--- src/verilog/lcdw_pkg.sv ---
package lcdw_pkg;

  // ----------------------------------------------------------------
  // Geometry
  // ----------------------------------------------------------------
  localparam int unsigned COLS = 40;
  localparam int unsigned ROWS = 4;
  localparam int unsigned PTR_W = 6;
  localparam int unsigned SUB_W = 3;
  localparam logic [PTR_W-1:0] LAST_COL = 6'h27;
  localparam logic [3:0] BYTE_BITS = 4'h8;

  // ----------------------------------------------------------------
  // Reset values
  // ----------------------------------------------------------------
  localparam logic [PTR_W-1:0] PTR_RST = 6'h00;
  localparam logic [SUB_W-1:0] SUB_RST = 3'h0;
  localparam logic [SUB_W-1:0] SYNC_RST = 3'h0;

  // ----------------------------------------------------------------
  // Types
  // ----------------------------------------------------------------
  typedef enum logic [1:0] {
    MODE_STATIC = 2'h0,
    MODE_MUX2 = 2'h1,
    MODE_MUX3 = 2'h2,
    MODE_MUX4 = 2'h3
  } lcdw_mode_e;

  typedef enum logic {
    ST_IDLE = 1'b0,
    ST_RUN = 1'b1
  } lcdw_st_e;

  typedef logic [COLS-1:0][ROWS-1:0] lcdw_ram_t;

  // Command strobes from the bus byte decoder, one pulse at a time
  typedef struct packed {
    logic ptr_load;
    logic [PTR_W-1:0] ptr_val;
    logic dev_sel;
    logic [SUB_W-1:0] dev_val;
    logic byte_vld;
    logic [7:0] byte_val;
  } lcdw_cmd_s;

  typedef struct packed {
    lcdw_st_e st;
    logic [PTR_W-1:0] ptr;
    logic [SUB_W-1:0] sub;
    logic [7:0] sh;
    logic [3:0] left;
    logic hit;
    logic ack;
    lcdw_ram_t ram;
  } lcdw_state_s;

endpackage : lcdw_pkg

--- src/verilog/lcdw_sync.sv ---
`timescale 1ns/10ps
`default_nettype none

module lcdw_sync
  import lcdw_pkg::*;
(
  input wire logic clk,
  input wire logic rst,
  input wire logic [SUB_W-1:0] pin_in,
  output logic [SUB_W-1:0] pin_sync
);

  typedef struct packed {
    logic [SUB_W-1:0] meta;
    logic [SUB_W-1:0] sync;
  } lcdw_sync_s;

  lcdw_sync_s s_r;
  lcdw_sync_s s_nxt;

  always_comb begin
    s_nxt.meta = pin_in;
    s_nxt.sync = s_r.meta;
  end

  always_ff @(posedge clk or posedge rst) begin
    if (rst) begin
      s_r <= '{meta: SYNC_RST, sync: SYNC_RST};
    end else begin
      s_r <= s_nxt;
    end
  end

  assign pin_sync = s_r.sync;

endmodule : lcdw_sync

`default_nettype wire

--- src/verilog/lcdw_top.sv ---
`timescale 1ns/10ps
`default_nettype none

// What this block does
// - A pointer-load command sets the data pointer that the next writes use.
// - Each data byte is written starting at the column the pointer holds.
// - Per byte the pointer moves on by 8, 4, 3 or 2 for static, 1:2, 1:3, 1:4.
// - After an aborted transfer the pointer value is not guaranteed.
// - Data is stored only while the subaddress counter equals the pins.
// - A device-select command loads the subaddress counter.
// - On a mismatch the store is dropped but the pointer still advances.
// - Each pointer overflow increments the subaddress counter by one.
// - A byte stream passes to the next device past the last column.
// - Bits go MSB first as 1, 2 or 4 bit words into rows 0 upward.
// - In 1:3 mode three words of 3, 3 and 2 bits fill rows 0 to 2.
// - Past the last column of device 7 the subaddress counter wraps to 0; a byte is acked if any of its words landed.
// - A stored one turns its display element on, a zero turns it off.
module lcdw_top
  import lcdw_pkg::*;
(
  input wire logic clk,
  input wire logic rst,
  input wire lcdw_cmd_s cmd,
  input wire lcdw_mode_e mode,
  input wire logic hw_subaddr_bit_zero,
  input wire logic hw_subaddr_bit_one,
  input wire logic hw_subaddr_bit_two,
  output logic busy,
  output logic byte_ack,
  output logic [PTR_W-1:0] data_ptr,
  output logic [SUB_W-1:0] subaddr_cnt,
  output lcdw_ram_t disp_ram
);

  // ----------------------------------------------------------------
  // Bits per RAM word for each drive mode
  // ----------------------------------------------------------------
  function automatic logic [2:0] word_bits(input lcdw_mode_e m);
    unique case (m)
      MODE_STATIC: word_bits = 3'h1;
      MODE_MUX2: word_bits = 3'h2;
      MODE_MUX3: word_bits = 3'h3;
      MODE_MUX4: word_bits = 3'h4;
    endcase
  endfunction : word_bits

  // ----------------------------------------------------------------
  // Hardware subaddress pins
  // ----------------------------------------------------------------
  logic [SUB_W-1:0] hw_sub;

  lcdw_sync u_sync (
    .clk(clk),
    .rst(rst),
    .pin_in({hw_subaddr_bit_two, hw_subaddr_bit_one, hw_subaddr_bit_zero}),
    .pin_sync(hw_sub)
  );

  // ----------------------------------------------------------------
  // State
  // ----------------------------------------------------------------
  lcdw_state_s s_r;
  lcdw_state_s s_nxt;
  logic [2:0] take;
  logic match;

  always_comb begin
    s_nxt = s_r;
    s_nxt.ack = 1'b0;
    take = word_bits(mode);
    if ({1'b0, take} > s_r.left) begin
      take = s_r.left[2:0];
    end
    match = (s_r.sub == hw_sub);
    unique case (s_r.st)
      ST_IDLE: begin
        if (cmd.ptr_load) begin
          // Out-of-range loads fall back to the first column
          if (cmd.ptr_val > LAST_COL) begin
            s_nxt.ptr = PTR_RST;
          end else begin
            s_nxt.ptr = cmd.ptr_val;
          end
        end
        if (cmd.dev_sel) begin
          s_nxt.sub = cmd.dev_val;
        end
        if (cmd.byte_vld) begin
          s_nxt.sh = cmd.byte_val;
          s_nxt.left = BYTE_BITS;
          s_nxt.hit = 1'b0;
          s_nxt.st = ST_RUN;
        end
      end
      ST_RUN: begin
        // One RAM word per cycle; rows above the word width keep their
        // old bits, which leaves row 2 alone in the short 1:3 word
        for (int r = 0; r < ROWS; r++) begin
          if (match && (r < int'(take))) begin
            s_nxt.ram[s_r.ptr][r] = s_r.sh[7-r];
          end
        end
        s_nxt.sh = s_r.sh << take;
        s_nxt.left = s_r.left - {1'b0, take};
        s_nxt.hit = s_r.hit | match;
        // Advance even on a mismatch so cascaded parts stay in step
        if (s_r.ptr == LAST_COL) begin
          s_nxt.ptr = PTR_RST;
          s_nxt.sub = s_r.sub + 3'h1;
        end else begin
          s_nxt.ptr = s_r.ptr + 6'h01;
        end
        if (s_nxt.left == 4'h0) begin
          s_nxt.st = ST_IDLE;
          // No word landed here: another device or nobody acknowledges
          s_nxt.ack = s_r.hit | match;
        end
      end
    endcase
  end

  always_ff @(posedge clk or posedge rst) begin
    if (rst) begin
      s_r <= '{st: ST_IDLE, ptr: PTR_RST, sub: SUB_RST, sh: 8'h00,
               left: 4'h0, hit: 1'b0, ack: 1'b0, ram: '0};
    end else begin
      s_r <= s_nxt;
    end
  end

  // ----------------------------------------------------------------
  // Outputs
  // ----------------------------------------------------------------
  assign busy = (s_r.st == ST_RUN);
  assign byte_ack = s_r.ack;
  assign data_ptr = s_r.ptr;
  assign subaddr_cnt = s_r.sub;
  assign disp_ram = s_r.ram;

endmodule : lcdw_top

`default_nettype wire

--- config.mk ---
export PLATFORM = sky130hd
export DESIGN_NAME = lcdw_top
export DESIGN_NICKNAME = d
export VERILOG_FILES = /design/src/verilog/lcdw_pkg.sv /design/src/verilog/lcdw_sync.sv /design/src/verilog/lcdw_top.sv
export SDC_FILE = /design/constraint.sdc
export NUM_CORES = 1
export LEC_CHECK = 0
export BUFFER_PORTS_ARGS = -buffer_cell sky130_fd_sc_hd__buf_4
export CAP_MARGIN = 40
export CORE_UTILIZATION = 23
export CTS_CLUSTER_DIAMETER = 50
export DETAILED_ROUTE_END_ITERATION = 10
export GPL_TIMING_DRIVEN = 0
export PLACE_DENSITY = 0.44
export SKIP_LAST_GASP = 1
export SLEW_MARGIN = 0
export SYNTH_ARGS = -nofsm -noshare
export SYNTH_HDL_FRONTEND = slang
export SYNTH_HIERARCHICAL = 1
export SYNTH_SLANG_ARGS = --single-unit
--- constraint.sdc ---
create_clock -name clk -period 7.5 [get_ports clk]
set_clock_uncertainty 0.1 [all_clocks]
set_input_delay 0.75 -clock clk [delete_from_list [all_inputs] [get_ports clk]]
set_output_delay 0.75 -clock clk [all_outputs]
set_load 0.05 [all_outputs]
Yosys cells after proc, flatten, opt, wreduce, memory -nomap -nowiden --
Cells that the tools add are included. W data, S select, Z words.
Word-level totals: register bits 190, input port bits 27, output and inout port bits 171, word-level logic and storage cells 112
Cells by class: add/subtract/negate cells 3, order comparisons 8, eq/ne operators 9, shifts and indexed selects 1, multiplexer cells 32, bitwise operators 2, reductions and logical operators 8
Operator list (count):
- $mux W160 | 7
- $bwmux W160 | 4
- $mux W161 | 1
- $demux W4 S6 | 4
- $pmux W23 S2 | 1
- $mux W6 | 3
- $mux W13 | 1
- $mux W3 | 4
- $pmux W3 S4 | 1
- $shl A8 B3 Y8 | 1
- $lt A6 B7 Y1 const B | 1
- $add A6 B1 Y6 const B | 1
- $eq A6 B6 Y1 const B | 1
- $ge A6 B1 Y1 const B | 1
- $gt A6 B6 Y1 const B | 1
- $lt A1 B3 Y1 const A | 2
- $lt A2 B3 Y1 const A | 2
- $ne A2 B2 Y1 const B | 3
- $logic_and A1 B1 Y1 | 5
- $eq A2 B2 Y1 const B | 2
- $gt A3 B4 Y1 | 1
- $logic_not A4 Y1 | 1
- $mux W1 | 4
- $mux W4 | 1
- other kinds (10) | 10

Longest topological paths before layout --
depth in word-level cells 17, depth in mapped cells 15, depth with buffers taken out 14

Hierarchy --
Netlist, hierarchy kept.
By module, submodules not included:
- lcdw_top | times used 1, cells each 968, area each 9944.5 um2, sequential area each 4604.4 um2
- lcdw_sync | times used 1, cells each 7, area each 153.9 um2, sequential area each 150.1 um2

Worst setup path before layout --
Ideal clock, no wire load.
kind input port to flip-flop, start input port mode[0], end register s_r, in the netlist byte_ack, library setup time 67 ps, data arrival time 3270 ps, required time 7333 ps, slack 4063 ps, cell stages on the path 14, path buffers 0, cells stage by stage ha_1 -> ha_1 -> nor2b_1 -> a221o_1 -> nand3_1 -> nand2_1 -> inv_1 -> ha_1 -> inv_1 -> ha_1 -> o211ai_1 -> o21ai_0 -> nor2_1 -> o2111a_1
RTL lines:
- start: declaration | RTL line lcdw_top.sv:24 | input wire lcdw_mode_e mode,
- end signal: assignment | RTL line lcdw_top.sv:124 | s_r <= '{st: ST_IDLE, ptr: PTR_RST, sub: SUB_RST, sh: 8'h00,
- end signal: assignment | RTL line lcdw_top.sv:127 | s_r <= s_nxt;
- end: declaration | RTL line lcdw_top.sv:62 | lcdw_state_s s_r;

==> results.py <==
metrics = {
    "placement": {
        "portBuffers": 197,
        "place_area_um2": 12400,
        "gp_congestion": 0.767,
        "hpwl_um": 23300,
    },
    "logic_synthesis": {
        "yosys.area_share.adder": 0.0112,
        "syn-num-nets": 1011,
        "synthCells": 975,
        "ys.flop_type": "dfrtp_1",
        "async_flop_share": 1.00,
        "synth_warnings": 6,
        "synth_mux_area_frac": 0.167,
        "synth_xor_area_frac": 0.00520,
        "synthSimpleGateAreaFrac": 0.111,
        "netlist-cell-type-count": 55,
        "synth_compound_area_frac": 0.0792,
        "synth-seq-area-share": 0.471,
        "postSynthAreaPerCell_um2": 10.4,
        "netlist_area_um2": 10100,
        "synth-seq-cells": 190,
        "synth_top_family_by_area": "multiplexers",
        "synth_edf_count": 0,
    },
    "route": {
        "first_pass_iters": 5,
        "postRouteWirelength_um": 31800,
        "vias": 7456,
        "routedWlPerCell_um": 17.8,
        "ant_nets": 0,
        "vias_per_cell": 4.16,
        "drc": 0,
        "drt-initial-drc-count": 439,
    },
    "floorplanning": {
        "die_h_um": 212,
        "pin_count": 198,
        "dieArea_um2": 44700,
        "coreArea_um2": 43200,
        "num_rows": 76,
        "die_x_um": 212,
        "start_util": 0.234,
    },
    "worst_setup_path": {
        "r2r_setup_slack_ns": 3.80,
        "criticalPathCategory": "reg2reg",
        "reg2reg_to": "byte_ack",
        "worstRegToRegCells": 15,
        "crit_fanout": 8,
        "start_kind": "register",
        "critPathArrivalTime_ns": 3.99,
        "r2r_start": "s_r[164]",
        "cp-end-kind": "register",
        "cp.required_ns": 7.79,
    },
    "sta": {
        "max_freq_ghz": 0.270,
        "drv_slew": 0,
        "setup_viol": 0,
        "min_period_over_period": 0.494,
        "finalWorstPathRequiredPeriod_ns": 3.70,
        "final_hold_viol_count": 0,
        "tightest_slew_ns": 0.878,
        "slew-limit-headroom": 0.412,
        "rsz0062_at_grt": "false",
    },
    "grt": {
        "grt_pass1_vias": 7366,
        "grt_overflow": 0,
        "grt_max_degree": 105,
        "grtUsageTotal": 0.146,
        "antenna_found_initial": 0,
        "grt_pass1_wl_um": 47600,
    },
    "clock_tree": {
        "cts_tree": "yes",
        "cts_resized": 0,
        "cts_made_buffers": 17,
        "post-cts-setup-buffer-count": 0,
        "clkTransAtPathRegs_ns": 0.08,
        "htreeDepth": 4,
        "clockBufferDepth": 2,
        "clkLatencyLatePin_ns": 0.45,
        "postCtsHoldBufs": 0,
        "clock_sinks": 190,
        "root_buffer": "clkbuf_16",
    },
    "final_layout": {
        "syn_to_final_growth_pct": 28.1,
        "diodes": 0,
        "final_cell_area_um2": 12900,
        "mostFrequentLayoutCell": "buf_4",
        "nets": 1232,
        "ff_latch_area_um2": 4750,
        "fill_cells": 4618,
        "multi_input_area_um2": 3790,
        "layout_common_cells": "375 x buf_4, 190 x dfrtp_1, 157 x nor2_1, 101 x mux2_1, 65 x nand2_1",
        "drive_gt1_frac": 0.394,
    },
    "outcome": {
        "status": "complete, no violations",
    },
    "power_and_ir_drop": {
        "vdd_drop_max_uv": 171,
        "finalPower_mw": 4.58,
        "power.density_nw_per_um2": 354,
        "p_leak_nw": 6.52,
    },
    "worst_hold_path": {
        "hold_path.class": "in2async",
    },
    "job": {
        "maxCapViolCount": 0,
    },
}
## area by class of cell
cell class / count / share of cell area
repair buffers: 202 / 0.118
inverters: 17 / 0.00551
clock buffers: 19 / 0.0342
multi-input cells: 550 / 0.293
well taps: 585 / 0.0566
flip-flops and latches: 190 / 0.368
plain buffers: 218 / 0.117
clock inverters: 12 / 0.00861
## sequential cells by signal, indices dropped and copies added, names as in the netlist
name / count
byte_ack: 1
busy: 1
u_sync/s_nxt: 3
u_sync/pin_sync: 3
disp_ram: 160
data_ptr: 6
subaddr_cnt: 3
s_r: 13
## Yosys cell counts, types with 4 or more instances
cell type  instances  area (µm²)
a211oi_1           4        30.0
a21oi_1           13        65.1
a31oi_1            5        31.3
buf_2              8        40.0
buf_4            177        1330
clkbuf_1          30         113
dfrtp_1          190        4750
ha_1               9         113
inv_1             17        63.8
mux2_1           101        1140
mux2_2            41         462
mux2i_1            9        90.1
nand2_1           65         244
nand3_1           12        60.1
nor2_1           157         589
nor2b_1            4        25.0
nor3_1             9        45.0
nor3b_1            5        37.5
o21ai_0           38         190
o22ai_1            4        25.0
o31ai_1           21         158
xor2_1             6        52.6
## critical path, cell delays in order, from the launching register on
cell and delay [ns]:
dfrtp_1 0.32, clkbuf_1 0.31, inv_1 0.15, ha_1 0.38
nor2b_1 0.17, a221o_1 0.44, nand3_1 0.18, nand2_1 0.23
inv_1 0.21, ha_1 0.21, inv_1 0.05, ha_1 0.21
o211ai_1 0.16, o21ai_0 0.10, nor2_1 0.20, o2111a_1 0.22
## kinds of logic after synthesis
family                     after synthesis
and+or+nand+nor                        267
buffers and inverters                  235
DFF                                    190
muxes                                  151
AOI/OAI and AO/OA                      117
adders and majority gates                9
xor gates and xnor gates                 6
## through the flow
| stage | hold WS [ns] | setup TNS, ns | setup slack (ns) | cells | util |
|---|---|---|---|---|---|
| 2_1_floorplan | 0.231 | 0 | 1.65 | 975 | - |
| 3_3_place_gp | 0.235 | -226.14 | -1.25 | 1757 | 0.285 |
| 3_5_place_dp | 0.238 | 0 | 3.52 | 1762 | 0.287 |
| 4_1_cts | 0.122 | 0 | 3.79 | 1793 | 0.300 |
| 5_1_grt | 0.139 | 0 | 3.42 | 1793 | 0.300 |
| 6_report | 0.141 | 0 | 3.80 | 1793 | 0.300 |
## power breakdown
group / internal (mW) / switching (mW)
Sequential: 1.23 / 0.160
Combinational: 0.774 / 1.52
Clock: 0.468 / 0.433
Total: 2.47 / 2.12
## how the worst max path moves through the flow
stage	startpoint	end	slack, ns	depth (start not counted)
2_1_floorplan	rst	busy	1.65	1
3_3_place_gp	rst	disp_ram[138]	-1.25	2
3_5_place_dp	mode[0]	byte_ack	3.52	15
4_1_cts	s_r[164]	byte_ack	3.79	15
5_1_grt	s_r[164]	byte_ack	3.42	15
6_report	s_r[164]	byte_ack	3.80	15
## per-layer routing
layer,share of wire,GRT usage,wire length [µm],vias to the layer above
met5,0,0,0,-
met2,0.46,0.228,14700,176
met4,0.011,0.0355,337,0
met1,0.48,0.206,15300,3683
li1,-,-,-,3577
met3,0.047,0.0277,1500,20
No activity file was read; power rests on OpenSTA's default activity.
